`src/common/timer_io_pkg.sv`:
```
// Constants for the per-channel pin-function and event-flag block.
// Assumes a five-channel 16-bit timer whose counter logic sits outside.
package timer_io_pkg;
    // Channel count and special channels
    localparam int NUM_CH        = 5;
    localparam int CH_NO_TOGGLE  = 2;     // Toggle code drives 1 here
    localparam int CH_PHASE      = 2;     // Only up/down channel in phase mode
    localparam int CH_PAIR_LO    = 3;     // First channel of the PWM pair
    localparam int DMA_CH_COUNT  = 4;     // Channels 0..3 clear flag A by DMA

    // Register selector on the internal byte bus
    localparam logic SEL_PIN_FUNCTION = 1'h0;
    localparam logic SEL_EVENT_FLAGS  = 1'h1;

    // Reset values and read-only one bits
    localparam logic [7:0] PFC_RESET    = 8'h88;
    localparam logic [7:0] PFC_FIXED    = 8'h88;
    localparam logic [7:0] FLAGS_RESET  = 8'hF8;
    localparam logic [7:0] FLAGS_FIXED  = 8'hF8;
    localparam logic [7:0] UNMAPPED_VAL = 8'h00;

    // Field positions in pin_function_control
    localparam int A_FN_LSB = 0;
    localparam int B_FN_LSB = 4;

    // Flag positions in channel_event_flags
    localparam int FLAG_A    = 0;
    localparam int FLAG_B    = 1;
    localparam int FLAG_WRAP = 2;

    // Function field encodings
    localparam logic [2:0] FN_KEEP    = 3'h0;
    localparam logic [2:0] FN_DRIVE0  = 3'h1;
    localparam logic [2:0] FN_DRIVE1  = 3'h2;
    localparam logic [2:0] FN_TOGGLE  = 3'h3;
    localparam logic [2:0] FN_CAP_UP  = 3'h4;
    localparam logic [2:0] FN_CAP_DN  = 3'h5;
    localparam logic [2:0] FN_CAP_ALL = 3'h6;
    localparam logic [2:0] FN_NONE    = 3'h7;  // No compare, no capture, pin not driven
endpackage : timer_io_pkg

```
`src/logic/timer_channel_io_and_status.sv`:
```
// Pin-function selection, compare/capture events and event flags
// for all five channels of the 16-bit timer unit.
// Assumes the counter and general registers live outside; pins are
// synchronous to clock; the CPU reaches both registers over a byte bus.
//
// What this block does
// - Five channels, two 8-bit registers each
// - Reset and standby load pin function 88h
// - Pin function bits 7,3 read one
// - B field 0xx selects compare pin action
// - B field 100/101/110 selects capture edge
// - A field mirrors B encodings
// - Channel 2 toggle code drives one
// - Compare pins stay zero until match
// - PWM pair mode ignores channel 3,4 settings
// - Reset and standby load flags F8h
// - Flag bits 7..3 read one
// - Only zero writes clear flags
// - Clear needs prior read while set
// - Wrap flag sets on up or down wrap
// - Underflow counts only in listed modes
// - Enabled set flags request interrupt
// - Match or capture sets flag A/B
// - DMA clears flag A, channels 0-3
// - Enable bits 2,1,0 gate wrap,B,A
`timescale 1ns/1ns
`default_nettype none
module timer_channel_io_and_status
    import timer_io_pkg::*;
(
    // Clock and reset
    input  wire  logic                        clock,
    input  wire  logic                        rst,
    input  wire  logic                        standby,
    // Internal byte bus
    input  wire  logic                        bus_read,
    input  wire  logic                        bus_write,
    input  wire  logic [2:0]                  bus_channel,
    input  wire  logic                        bus_select,
    input  wire  logic [7:0]                  bus_wdata,
    output var   logic [7:0]                  bus_rdata,
    output var   logic                        bus_rvalid,
    // Counter side
    input  wire  logic [NUM_CH-1:0][15:0]     channel_counter,
    input  wire  logic [NUM_CH-1:0][15:0]     general_reg_a,
    input  wire  logic [NUM_CH-1:0][15:0]     general_reg_b,
    input  wire  logic [NUM_CH-1:0]           count_up_wrap,
    input  wire  logic [NUM_CH-1:0]           count_down_wrap,
    // Mode inputs
    input  wire  logic                        phase_count_select,
    input  wire  logic                        combination_mode_bit1,
    input  wire  logic                        pwm_pair_mode,
    input  wire  logic [NUM_CH-1:0][2:0]      interrupt_enable_reg,
    input  wire  logic [DMA_CH_COUNT-1:0]     dma_clear_a,
    // Timer pins
    input  wire  logic [NUM_CH-1:0]           timer_pin_a_in,
    input  wire  logic [NUM_CH-1:0]           timer_pin_b_in,
    output var   logic [NUM_CH-1:0]           timer_pin_a_out,
    output var   logic [NUM_CH-1:0]           timer_pin_a_oe,
    output var   logic [NUM_CH-1:0]           timer_pin_b_out,
    output var   logic [NUM_CH-1:0]           timer_pin_b_oe,
    // Capture strobes and interrupt requests
    output var   logic [NUM_CH-1:0]           capture_a,
    output var   logic [NUM_CH-1:0]           capture_b,
    output var   logic [NUM_CH-1:0][2:0]      irq_request
);

    // Field is an output-compare selection
    function automatic logic fn_is_compare(input logic [2:0] fn);
        fn_is_compare = (fn[2] == 1'b0);
    endfunction : fn_is_compare

    // Selected edge seen on the sampled pin
    function automatic logic fn_capture_hit(input logic [2:0] fn,
                                            input logic       rise,
                                            input logic       fall);
        unique case (fn)
            FN_CAP_UP:  fn_capture_hit = rise;
            FN_CAP_DN:  fn_capture_hit = fall;
            FN_CAP_ALL: fn_capture_hit = rise | fall;
            default:    fn_capture_hit = 1'b0;   // Compare codes and 111
        endcase
    endfunction : fn_capture_hit

    // Pin level after a compare match
    function automatic logic fn_pin_next(input logic [2:0] fn,
                                         input logic       cur,
                                         input logic       no_toggle);
        unique case (fn)
            FN_DRIVE0: fn_pin_next = 1'b0;
            FN_DRIVE1: fn_pin_next = 1'b1;
            FN_TOGGLE: fn_pin_next = no_toggle ? 1'b1 : ~cur;
            default:   fn_pin_next = cur;
        endcase
    endfunction : fn_pin_next

    // Register storage, one of each per channel
    logic [NUM_CH-1:0][7:0] pfc_r;          // pin_function_control
    logic [NUM_CH-1:0][7:0] pfc_nxt;
    logic [NUM_CH-1:0][2:0] flags_r;        // Writable part of channel_event_flags
    logic [NUM_CH-1:0][2:0] flags_nxt;
    logic [NUM_CH-1:0][2:0] armed_r;        // Flag seen as one by a read
    logic [NUM_CH-1:0][2:0] armed_nxt;

    // Pin sampling and compare history
    logic [NUM_CH-1:0]      pin_a_prev_r;   // Last sampled A pin level
    logic [NUM_CH-1:0]      pin_b_prev_r;   // Last sampled B pin level
    logic [NUM_CH-1:0]      eq_a_prev_r;    // Counter equalled reg A last cycle
    logic [NUM_CH-1:0]      eq_b_prev_r;
    logic [NUM_CH-1:0]      pin_a_nxt;
    logic [NUM_CH-1:0]      pin_b_nxt;
    logic [NUM_CH-1:0]      oe_a_nxt;
    logic [NUM_CH-1:0]      oe_b_nxt;
    logic [NUM_CH-1:0]      cap_a_nxt;
    logic [NUM_CH-1:0]      cap_b_nxt;
    logic [NUM_CH-1:0][2:0] irq_nxt;

    // Bus decode
    wire        chan_ok    = (bus_channel < 3'(NUM_CH));
    wire [2:0]  chan_idx   = chan_ok ? bus_channel : 3'h0;
    wire [7:0]  pfc_view   = pfc_r[chan_idx] | PFC_FIXED;
    wire [7:0]  flags_view = FLAGS_FIXED | {5'h00, flags_r[chan_idx]};
    wire [7:0]  read_mux   = !chan_ok ? UNMAPPED_VAL :
                             (bus_select == SEL_EVENT_FLAGS) ? flags_view : pfc_view;

    // Per-channel event logic
    genvar c;
    generate
        for (c = 0; c < NUM_CH; c++) begin : g_ch
            // Settings of the PWM pair are ignored while that mode runs
            wire override = (c >= CH_PAIR_LO) && pwm_pair_mode;
            // Idle code, not keep: keep is still a compare and would raise flags
            wire [2:0] fn_a = override ? FN_NONE : pfc_r[c][A_FN_LSB +: 3];
            wire [2:0] fn_b = override ? FN_NONE : pfc_r[c][B_FN_LSB +: 3];

            // Equality as a one-cycle event; a held count would otherwise
            // raise the flag again right after software clears it
            wire eq_a    = (channel_counter[c] == general_reg_a[c]);
            wire eq_b    = (channel_counter[c] == general_reg_b[c]);
            wire match_a = fn_is_compare(fn_a) && eq_a && !eq_a_prev_r[c];
            wire match_b = fn_is_compare(fn_b) && eq_b && !eq_b_prev_r[c];

            // Edges taken between two clocked samples of the pin
            wire rise_a  = timer_pin_a_in[c] && !pin_a_prev_r[c];
            wire fall_a  = !timer_pin_a_in[c] && pin_a_prev_r[c];
            wire rise_b  = timer_pin_b_in[c] && !pin_b_prev_r[c];
            wire fall_b  = !timer_pin_b_in[c] && pin_b_prev_r[c];
            wire hit_a   = fn_capture_hit(fn_a, rise_a, fall_a);
            wire hit_b   = fn_capture_hit(fn_b, rise_b, fall_b);

            // Underflow only in the modes that count down
            wire down_ok = (c == CH_PHASE && phase_count_select) ||
                           (c >= CH_PAIR_LO && combination_mode_bit1);
            wire wrap    = count_up_wrap[c] || (count_down_wrap[c] && down_ok);

            // Hardware set events per flag
            wire [2:0] set_evt = {wrap, match_b || hit_b, match_a || hit_a};

            // Bus strobes aimed at this channel
            wire hit_ch  = chan_ok && (bus_channel == 3'(c));
            wire wr_pfc  = bus_write && hit_ch && (bus_select == SEL_PIN_FUNCTION);
            wire wr_flg  = bus_write && hit_ch && (bus_select == SEL_EVENT_FLAGS);
            wire rd_flg  = bus_read  && hit_ch && (bus_select == SEL_EVENT_FLAGS);

            // Zero written over a flag that was read as one
            wire [2:0] sw_clr  = wr_flg ? (~bus_wdata[2:0] & armed_r[c]) : 3'h0;
            wire       dma_clr = (c < DMA_CH_COUNT) ? dma_clear_a[c] : 1'b0;
            wire [2:0] clr_all = sw_clr | {2'h0, dma_clr};
            wire [2:0] flg_next = (flags_r[c] & ~clr_all) | set_evt;

            // Register next values
            always_comb begin
                pfc_nxt[c] = wr_pfc ? ((bus_wdata & ~PFC_FIXED) | PFC_FIXED)
                                    : pfc_r[c];
                flags_nxt[c] = flg_next;
                // Arm on a read that sees one; drop once the flag is low
                armed_nxt[c] = (armed_r[c] | (rd_flg ? flags_r[c] : 3'h0))
                               & flg_next;
            end

            // Pin drive: only compare codes that act own the pin
            always_comb begin
                pin_a_nxt[c] = match_a ? fn_pin_next(fn_a, timer_pin_a_out[c],
                                                     c == CH_NO_TOGGLE)
                                       : timer_pin_a_out[c];
                pin_b_nxt[c] = match_b ? fn_pin_next(fn_b, timer_pin_b_out[c],
                                                     c == CH_NO_TOGGLE)
                                       : timer_pin_b_out[c];
                oe_a_nxt[c]  = fn_is_compare(fn_a) && (fn_a != FN_KEEP);
                oe_b_nxt[c]  = fn_is_compare(fn_b) && (fn_b != FN_KEEP);
                cap_a_nxt[c] = hit_a;
                cap_b_nxt[c] = hit_b;
                irq_nxt[c]   = flg_next & interrupt_enable_reg[c];
            end
        end
    endgenerate

    // Register file; standby reloads like reset
    always_ff @(posedge clock or posedge rst) begin
        if (rst) begin
            pfc_r   <= {NUM_CH{PFC_RESET}};
            flags_r <= {NUM_CH{FLAGS_RESET[2:0]}};
            armed_r <= '0;
        end else if (standby) begin
            pfc_r   <= {NUM_CH{PFC_RESET}};
            flags_r <= {NUM_CH{FLAGS_RESET[2:0]}};
            armed_r <= '0;
        end else begin
            pfc_r   <= pfc_nxt;
            flags_r <= flags_nxt;
            armed_r <= armed_nxt;
        end
    end

    // Pin sampling and equality history
    always_ff @(posedge clock or posedge rst) begin
        if (rst) begin
            pin_a_prev_r <= '0;
            pin_b_prev_r <= '0;
            eq_a_prev_r  <= '0;
            eq_b_prev_r  <= '0;
        end else begin
            pin_a_prev_r <= timer_pin_a_in;
            pin_b_prev_r <= timer_pin_b_in;
            eq_a_prev_r  <= channel_counter_eq(1'b0);
            eq_b_prev_r  <= channel_counter_eq(1'b1);
        end
    end

    // Equality of every channel against register A or B
    function automatic logic [NUM_CH-1:0] channel_counter_eq(input logic use_b);
        logic [NUM_CH-1:0] res;
        res = '0;
        for (int i = 0; i < NUM_CH; i++) begin
            res[i] = use_b ? (channel_counter[i] == general_reg_b[i])
                           : (channel_counter[i] == general_reg_a[i]);
        end
        channel_counter_eq = res;
    endfunction : channel_counter_eq

    // Compare pins start low and hold until the first match
    always_ff @(posedge clock or posedge rst) begin
        if (rst) begin
            timer_pin_a_out <= '0;
            timer_pin_b_out <= '0;
            timer_pin_a_oe  <= '0;
            timer_pin_b_oe  <= '0;
        end else if (standby) begin
            timer_pin_a_out <= '0;
            timer_pin_b_out <= '0;
            timer_pin_a_oe  <= '0;
            timer_pin_b_oe  <= '0;
        end else begin
            timer_pin_a_out <= pin_a_nxt;
            timer_pin_b_out <= pin_b_nxt;
            timer_pin_a_oe  <= oe_a_nxt;
            timer_pin_b_oe  <= oe_b_nxt;
        end
    end

    // Capture strobes land with the flag they set
    always_ff @(posedge clock or posedge rst) begin
        if (rst) begin
            capture_a <= '0;
            capture_b <= '0;
        end else begin
            capture_a <= cap_a_nxt;
            capture_b <= cap_b_nxt;
        end
    end

    // Interrupt requests follow the flags in the same cycle
    always_ff @(posedge clock or posedge rst) begin
        if (rst) begin
            irq_request <= '0;
        end else if (standby) begin
            irq_request <= '0;
        end else begin
            irq_request <= irq_nxt;
        end
    end

    // Read data one cycle after the strobe
    always_ff @(posedge clock or posedge rst) begin
        if (rst) begin
            bus_rdata  <= '0;
            bus_rvalid <= 1'b0;
        end else begin
            bus_rdata  <= bus_read ? read_mux : bus_rdata;
            bus_rvalid <= bus_read;
        end
    end

endmodule : timer_channel_io_and_status
`default_nettype wire

```
`config.mk`:
```
export PLATFORM = sky130hd
export DESIGN_NAME = timer_channel_io_and_status
export DESIGN_NICKNAME = d
export VERILOG_FILES = /design/src/common/timer_io_pkg.sv /design/src/logic/timer_channel_io_and_status.sv
export SDC_FILE = /design/constraint.sdc
export NUM_CORES = 1
export LEC_CHECK = 0
export BUFFER_PORTS_ARGS = -buffer_cell sky130_fd_sc_hd__buf_2
export CORE_MARGIN = 3
export CORE_UTILIZATION = 35
export CTS_CLUSTER_SIZE = 10
export DETAILED_ROUTE_END_ITERATION = 7
export PLACE_DENSITY = 0.66
export SLEW_MARGIN = 20
export SYNTH_ARGS = -nofsm -noshare
export SYNTH_HDL_FRONTEND = slang
export SYNTH_SLANG_ARGS = --single-unit
```
`constraint.sdc`:
```
create_clock -name clock -period 8.5 [get_ports clock]
set_input_delay 0.425 -clock clock [delete_from_list [all_inputs] [get_ports clock]]
set_output_delay 0.425 -clock clock [all_outputs]
set_load 0.02 [all_outputs]
```
# Yosys cells after proc, flatten, opt, wreduce, memory -nomap -nowiden
# Cells that the tools add are included.
word_totals:
  register_bits: 144
  input_bits: 299
  word_cells: 423
classes:
  n_lt_le_gt_ge: 2
  n_eq_ne: 74
  mux: 64
  bitwise: 69
  reduce_logical: 174
ops:
  columns: ["cell", "count"]
  rows:
  - ["$eq 16x16->1", 10]
  - ["$eq 3x3->1 const B", 31]
  - ["$logic_and 1x1->1", 83]
  - ["$eq 3x2->1 const B", 22]
  - ["$and 3x3->3", 20]
  - ["$pmux 1 s3", 18]
  - ["$mux 3", 16]
  - ["$mux 8", 6]
  - ["$mux 15", 3]
  - ["$mux 40", 1]
  - ["$reduce_bool 3->1", 12]
  - ["$eq 3x1->1 const B", 11]
  - ["$reduce_bool 4->1", 8]
  - ["$logic_not 1->1", 30]
  - ["$or 3x3->3", 10]
  - ["$reduce_bool 2->1", 15]
  - ["$bmux 8 s3", 1]
  - ["$mux 5", 4]
  - ["$reduce_and 2->1", 10]
  - ["$not 1->1", 19]
  - ["$not 3->3", 6]
  - ["$mux 7", 2]
  - ["$logic_or 1x1->1", 13]
  - ["$or 3x1->3", 4]
  - ["other kinds (8)", 28]

# Longest topological paths before layout
# Gate-level depths: netlist of the first run.
depth:
  depth_word: 11
  ltp_mapped: 8

# Least setup slack after synthesis of the first run
# OpenSTA, ideal clock, no wires.
synth_timing:
  path_type: "input port to flip-flop"
  from: "input bus_channel[2]"
  to: "register armed_r[6] (netlist bit)"
  setup_time_ps: 136
  arrival_time_ps: 1749
  required_time_ps: 8364
  setup_slack_ps: 6615
  stages: 6
  n_path_buf: 1
  path_cell_list: "buf_4 > nor3b_4 > nand3_2 > or3b_1 > a221oi_2 > nor3_1"
synth_via:
  elab_chain_cells: 11
synth_rtl:
  columns: ["item", "line", "source"]
  rows:
  - ["from (decl)", "timer_channel_io_and_status.sv:38", "input wire logic [2:0] bus_channel,"]
  - ["$lt 3x3->1 / $eq 3x2->1 (equally long branches)", "timer_channel_io_and_status.sv:119, timer_channel_io_and_status.sv:160", null]
  - ["$logic_and 1x1->1 *", "timer_channel_io_and_status.sv:160", "wire hit_ch = chan_ok && (bus_channel == 3'(c));"]
  - ["$logic_and 1x1->1 (2 in a row)", "timer_channel_io_and_status.sv:162", "wire wr_flg = bus_write && hit_ch && (bus_select == SEL_EVENT_FLAGS);"]
  - ["$mux 3", "timer_channel_io_and_status.sv:166", "wire [2:0] sw_clr = wr_flg ? (~bus_wdata[2:0] & armed_r[c]) : 3'h0;"]
  - ["$or 3x1->3", "timer_channel_io_and_status.sv:168", "wire [2:0] clr_all = sw_clr | {2'h0, dma_clr};"]
  - ["$not 3->3", "timer_channel_io_and_status.sv:169", "wire [2:0] flg_next = (flags_r[c] & ~clr_all) | set_evt;"]
  - ["$and 3x3->3", "timer_channel_io_and_status.sv:169", null]
  - ["$or 3x3->3", "timer_channel_io_and_status.sv:169", null]
  - ["$and 3x3->3 *", "timer_channel_io_and_status.sv:178", "& flg_next;"]
  - ["$mux 15 *", "timer_channel_io_and_status.sv:204", "end else if (standby) begin"]
  - ["to (signal assigned)", "timer_channel_io_and_status.sv:211", "armed_r <= armed_nxt;"]
  - ["to (decl)", "timer_channel_io_and_status.sv:102", "logic [NUM_CH-1:0][2:0] armed_r;"]
# Mark *: on every way between the ends. The rest lies on a longest branch, timed or not.
# A chain may end at the register's enable or synchronous reset.

# Worst setup path after layout of the first run
layout_timing:
  from: "input bus_channel[0]"
  to: "register armed_r[9] (netlist bit)"
# The elaborated chain is that of the path after synthesis.

==> metrics.md, run 1 <==
| Metric | Value |
|---|---|
| Status | `complete, no violations` |
| Yosys top cell by area | `dfrtp_1` |
| DR vias | `7,205` |
| Initial Utilization | `36.1%` |
| Mapped Nets | `1,127` |
| Slowest library cell on the worst path | `nor2b_2` |
| Comb pwr share | `15.5%` |
| Period utilisation layout | `28.1%` |
| WL met2 | `12,600 um` |
| Nets | `1,466` |
| Port Buffer Count | `348` |
| Seq/Total Area, Yosys | `41.7%` |
| CTS tree | `done` |
| Top Metal Used | `met5` |
| WL/cell | `17.4 um` |
| Vias in the first global route | `7,262` |
| Final count of pins violating max slew | `0` |
| Grt ovf | `0` |
| Die Y | `157 um` |
| Crit Path Max Fanout | `16` |
| Min Tclk post-route | `2.39 ns` |
| Area Overhead vs Synth | `33.1%` |
| Mapped cell area | `0.00797 mm^2` |
| Distinct cells, synth | `44` |
| CP cell instances | `buf_2 -> nor2b_2 -> nand4_1 -> or3b_1 -> a221oi_2 -> nor3_1` |
| Clock buffer depth | `2` |
| RSZ-0062 raised after global routing | `no` |
| Final setup violation count | `0` |
| Critical path's largest stage delay | `0.66 ns` |
| Clock share of power | `46.6%` |
| Drt first pass iters | `5` |
| Routability-driven placement congestion ratio | `0.925` |
| Ratio of cells with drive above 1 in the final layout | `34.9%` |
| Setup TNS | `0 ns` |
| Max-capacitance violation count | `0` |
| TritonCTS Buffers | `17` |
| Synth warn | `0` |
| Final ANT Viol Nets | `0` |
| Reg2Reg Depth | `6` |
| Lkg Pwr | `0.00499 uW` |
| PwrDens | `162 mW/mm^2` |
| Detailed-routing wirelength on met1 | `10,800 um` |
| Tot Pwr | `1720 uW` |
| EDFF count, synth | `0` |
| NetSw | `426 uW` |
| Post-route cell area | `0.0106 mm^2` |
| Mapped Cells | `808` |
| WS Path Type | `primary input to register` |
| CTS-repair resized insts | `0` |
| Top cell type's share of synthesized area | `41.7%` |
| Core Rows | `54` |
| GRT Util Overall | `20.0%` |
| Final WS setup | `6.11 ns` |
| Synth top area cells | `dfrtp_1 (42%), xnor2_1 (18%), nand4_1 (3.5%)` |
| Slew headroom | `34.0%` |
| Reg clk slew, reported paths | `0.06 ns` |
| Die Wd | `157 um` |
| Max rail drop VDD | `89.0 uV` |
| Dpl cell area | `0.00996 mm^2` |
| Via-to-Cell Ratio | `5.00` |
| Clock tree sinks | `133` |
| Hold-fix buffers at CTS | `0` |
| H-tree lvl count | `4` |
| Metal3 WL | `1500 um` |
| # IOs | `353` |
| First-pass GRT wire length | `38,400 um` |
| Hold Crit Class | `primary input to async pin` |
| Post-CTS Setup Bufs | `0` |
| Max Freq | `419 MHz` |
| Switching Fraction | `24.7%` |
| Internal | `1300 uW` |
| Most frequent cells in the layout | `buf_2 (348), xnor2_1 (160), dfrtp_1 (133)` |
| Largest net degree at the start of global routing | `76` |
| Setup crit start kind | `primary input` |
| Pre-CTS setup slack | `5.75 ns` |
| Main flop type after synthesis | `dfrtp_1` |
| Crit. End Element | `register` |
| Synthesized flop and latch total | `133` |
| Root buf cell | `clkbuf_16` |
| Dpl cells | `1,408` |
| Die Area | `0.0246 mm^2` |
| Flop pwr share | `38.0%` |
| Remaining DRCs | `0` |
| Syn avg cell area | `9.87 um^2` |
| Worst skew pair latency | `0.41 ns` |
| Antenna violations before repair | `5` |
| Routed WL | `25,100 um` |
| CP arrival | `2.66 ns` |
| Async set or reset register ratio after synthesis | `100%` |
| Commonest non-fill, non-tap cell in the layout | `buf_2` |
| Post-DP HPWL | `19,900 um` |
| Core box area | `0.0221 mm^2` |
| Final Hold Fails | `0` |
| Layout Cells excl Fill | `1,442` |
| Tightest Pin Transition | `0.981 ns` |
| Clock Skew | `0.00895 ns` |
| DRT iter0 DRCs | `384` |
| WP data required | `8.77 ns` |
-- worst paths after layout --
path / startpoint / slack (ns) / to
hold / removal: rst / 0.12 / irq_request[1]$_DFF_PP0_
min in group clock: timer_pin_b_in[1] / 0.14 / pin_b_prev_r[1]$_DFF_PP0_
hold reg to reg: armed_r[11]$_DFF_PP0_ / 0.52 / armed_r[11]$_DFF_PP0_
max in group asynchronous: rst / 7.20 / pin_a_prev_r[4]$_DFF_PP0_
setup reg to reg: pin_b_prev_r[0]$_DFF_PP0_ / 6.84 / armed_r[1]$_DFF_PP0_
setup / recovery: bus_channel[0] / 6.11 / armed_r[9]$_DFF_PP0_
-- flip-flops by register name (all words and copies together), names as in the netlist --
register         flops
eq_a_prev_r          5
timer_pin_a_oe       5
armed_r             15
eq_b_prev_r          5
bus_rvalid           1
flags_r             15
timer_pin_b_oe       5
bus_rdata            7
pfc_r               12
g_ch.fn_a            9
irq_request         15
capture_b            5
pin_a_prev_r         5
g_ch.fn_b            9
pin_b_prev_r         5
timer_pin_b_out      5
capture_a            5
timer_pin_a_out      5
-- power groups by stage --
stage	Combinational, uW	Sequential (uW)	Clock, uW
after floorplan	136	670	0
after global placement	263	665	0
after detailed placement	267	665	0
after CTS	268	654	818
after global routing	293	655	846
final	266	654	803
-- stage by stage --
stage	utilization (%)	hold WS [ns]
after global routing	48.0	0.134
after detailed placement	45.1	0.508
final	48.0	0.122
after floorplan	-	0.456
after CTS	48.0	0.123
after global placement	45.1	0.498
-- per-layer routing --
layer	up-vias	global-route usage [%]
met5	-	0
met4	4	4.54
met3	19	4.45
met2	230	33.6
met1	3424	26.4
li1	3528	-
-- critical path: cells and delay by family --
family	cells	cell delay [ns]
compound gates	1	0.38
simple gates	4	1.53
buf+inv	1	0.32
-- kinds of logic (layout without fill, tap and decap cells) --
family	count (synthesis)	count (layout)	synth area share, %
multiplexers	30	30	3.81
other	0	3	0
AO/OA/AOI/OAI	110	110	9.70
flip-flops	133	133	41.7
adder cells (fa/ha/maj)	20	20	3.14
buffers and inverters	67	418	3.45
AND/OR/NAND/NOR	288	288	20.6
XOR/XNOR	160	160	17.6
-- Yosys cell counts (all sizes together) (8+ instances only) --
cell type	n
nand4	45
nand2b	27
a211oi	8
nor2b	12
xnor2	160
nand3	22
mux2i	27
o21a	8
or3b	8
nor4	17
a221oi	16
dfrtp	133
ha	20
nor3	21
nand2	36
nor2	50
inv	35
nor3b	14
buf	11
clkbuf	21
o21ai	9
nand3b	9
a21oi	47
-- layout make-up --
cell class	instances	area (um^2)
repair buffers	352	1770
multi-input cells	608	4370
fillers	2109	11500
diodes	3	7.51
inverters	35	136
clock buffers	21	480
clock inverters	10	168
flip-flops and latches	133	3330
well taps	280	350
No activity file was read; power rests on OpenSTA's default activity.
==> run 2, diff against run 1 <==
PLACE_DENSITY = 0.69   (was 0.66)
clock period = 2 ns   (was 8.5 ns; I/O delays follow)
==> run 2 against run 1 <==
Largest cell class unchanged. Non-clock buffer count grew 55. Flip-flop and latch count is the same. Critical path depth is the same. Die area is the same. Combinational power grew to 4.5 times the previous value. Critical path type is now register to register. Worst setup slack lost 5.7 ns.
==> metrics.md, run 2 (synthesized netlist as in run 1, its figures left out) <==
| Metric | Value |
|---|---|
| Status | `complete, no violations` |
| Ratio of cells with drive above 1 in the final layout | `34.9% (+0.068 points)` |
| Via-to-Cell Ratio | `5.09 (+1.8%)` |
| Commonest non-fill, non-tap cell in the layout | `buf_2` |
| Final WS setup | `0.392 ns (-5.72 ns)` |
| WS Path Type | `register to register` |
| Buf/Inv on CP | `0 (-1)` |
| Max-capacitance violation count | `0 (unchanged)` |
| Remaining DRCs | `0 (unchanged)` |
| Slowest library cell on the worst path | `a221oi_1` |
| Setup crit start kind | `register` |
| Final setup violation count | `0 (unchanged)` |
| CP arrival | `1.89 ns (-0.77 ns)` |
| CP cell instances | `ha_1 -> nand2b_1 -> a21oi_1 -> o21a_1 -> a221oi_1 -> nor3b_1` |
| Area Overhead vs Synth | `38.3%` |
| Routability-driven placement congestion ratio | `0.936 (+1.2%)` |
| Worst path top cell family by delay | `compound AO/OA/AOI/OAI gates` |
| Crit. End Element | `register` |
| Core box area | `0.0221 mm^2 (unchanged)` |
| TritonCTS Buffers | `17 (unchanged)` |
| Die Area | `0.0246 mm^2 (unchanged)` |
| Setup TNS | `0 ns (unchanged)` |
| Core Rows | `54 (unchanged)` |
| Min Tclk post-route | `1.61 ns` |
| Largest net degree at the start of global routing | `77 (+1.3%)` |
| WP data required | `2.28 ns (-6.49 ns)` |
| Critical path's largest stage delay | `0.39 ns (-0.27 ns)` |
| Tightest Pin Transition | `0.561 ns (-0.420 ns)` |
| Most frequent cells in the layout | `buf_2 (348), xnor2_1 (160), dfrtp_1 (133)` |
| Clock Skew | `0.00688 ns (-0.00207 ns)` |
| Drt first pass iters | `5 (unchanged)` |
| Lkg Pwr | `0.00521 uW (+4.4%)` |
| Clock tree sinks | `133 (unchanged)` |
| Nets | `1,521 (+3.8%)` |
| Period utilisation layout | `80.4%` |
| DR vias | `7,605 (+5.6%)` |
| Worst r2r src | `pin_a_prev_r[0]$_DFF_PP0_` |
| CTS tree | `done` |
| Die Y | `157 um (unchanged)` |
| # IOs | `353 (unchanged)` |
| Die Wd | `157 um (unchanged)` |
| GRT Util Overall | `20.0% (-0.037 points)` |
| Root buf cell | `clkbuf_16` |
| Grt ovf | `0 (unchanged)` |
| Worst skew pair latency | `0.42 ns (about the same)` |
| Slew headroom | `62.5% (+28 points)` |
| Routed WL | `25,200 um (+0.14%)` |
| FILL cells | `2,082 (-1.3%)` |
| RSZ-0062 raised after global routing | `no` |
| Final Hold Fails | `0 (unchanged)` |
| Reg clk slew, reported paths | `0.06 ns (about the same)` |
| Max Freq | `622 MHz` |
| Antenna violations before repair | `1 (-4)` |
| Initial Utilization | `36.1% (unchanged)` |
| Crit Path Max Fanout | `3 (-13)` |
| Final ANT Viol Nets | `0 (unchanged)` |
| Crit path from | `pin_a_prev_r[0]$_DFF_PP0_` |
| Final count of pins violating max slew | `0 (unchanged)` |
| PwrDens | `637 mW/mm^2 (+290%)` |
| First-pass GRT wire length | `38,700 um (+0.70%)` |
| Post-DP HPWL | `19,900 um (+0.32%)` |
| H-tree lvl count | `4 (unchanged)` |
| Vias in the first global route | `7,510 (+3.4%)` |
| WL/cell | `16.8 um (-3.4%)` |
| Hold Crit Class | `primary input to register` |
| DRT iter0 DRCs | `556 (+45%)` |
| Biggest regs | `armed_r x15, flags_r x15, irq_request x15` |
| Post-layout util | `49.9% (+1.9 points)` |
| Max rail drop VDD | `419 uV (+370%)` |
| Port Buffer Count | `348 (unchanged)` |
| Pre-CTS setup slack | `0.218 ns (-5.53 ns)` |
| Worst Hold Launch | `count_up_wrap[0]` |
| Clock buffer depth | `2 (unchanged)` |
[run 2: cell count changes in the layout (fill, tap and decap cells not counted), moves of 3 or more]
cell           before  now
buf_4               4   29
clkbuf_1            0    7
dlygate4sd3_1       0   28
inv_6               3    0
[run 2: worst reg2reg max path: stages (launching register included)]
cell and delay (ns):
dfrtp_1 0.37, ha_1 0.26, nand2b_1 0.09, a21oi_1 0.06, o21a_1 0.21, a221oi_1 0.39, nor3b_1 0.10
[run 2: final timing paths]
path / endpoint / slack [ns] / depth (start not counted)
max: irq_request[0]$_DFF_PP0_ / 0.39 / 6
min: flags_r[2]$_DFF_PP0_ / 0.002 / 3
max reg2reg: irq_request[0]$_DFF_PP0_ / 0.39 / 6
min reg2reg: armed_r[5]$_DFF_PP0_ / 0.52 / 2
max in group asynchronous: pin_a_prev_r[4]$_DFF_PP0_ / 1.28 / 4
min in group asynchronous: timer_pin_b_oe[0]$_DFF_PP0_ / 0.35 / 4
[run 2: per-stage QoR]
step	hold slack [ns]	total power [uW]	cells	instance area, um^2
finish	0.00211	7020	1495	11000
global route	0.0290	7330	1494	11000
CTS	0.00578	7070	1494	11000
detailed placement	0.245	3990	1435	10200
global placement	0.239	3970	1435	10200
floorplan	0.131	3430	808	7980
[run 2: final cells by class]
class | instances | area (um^2) | area share (%)
multi-input cells | 608 | 4370 | 39.6
clock inverters | 4 | 70.1 | 0.635
flip-flops and latches | 133 | 3330 | 30.2
clock buffers | 27 | 493 | 4.47
inverters | 35 | 135 | 1.23
diodes | 1 | 2.50 | 0.0227
repair buffers | 407 | 2280 | 20.7
well taps | 280 | 350 | 3.18
[run 2: what timing repair did]
action,4_1_cts,5_1_grt
buffers inserted,0,0
hold buffers,28,0
endpoints found under the hold margin,161,0
gates resized for setup,0,0
[run 2: layer usage]
layer | GRT usage, % | share of wire, % | vias to the layer above
met5 | 0 | 0.052 | -
met1 | 25.7 | 40 | 3616
met3 | 4.95 | 8.3 | 33
met4 | 5.21 | 1.6 | 2
met2 | 33.7 | 50 | 311
li1 | - | - | 3643
[run 2: where the power goes]
group          switching (uW)  total (uW)  leakage [uW]  internal, uW
clock                    1110        3030      0.000275          1920
combinational             597        1210       0.00313           612
sequential               38.0        2780       0.00181          2740
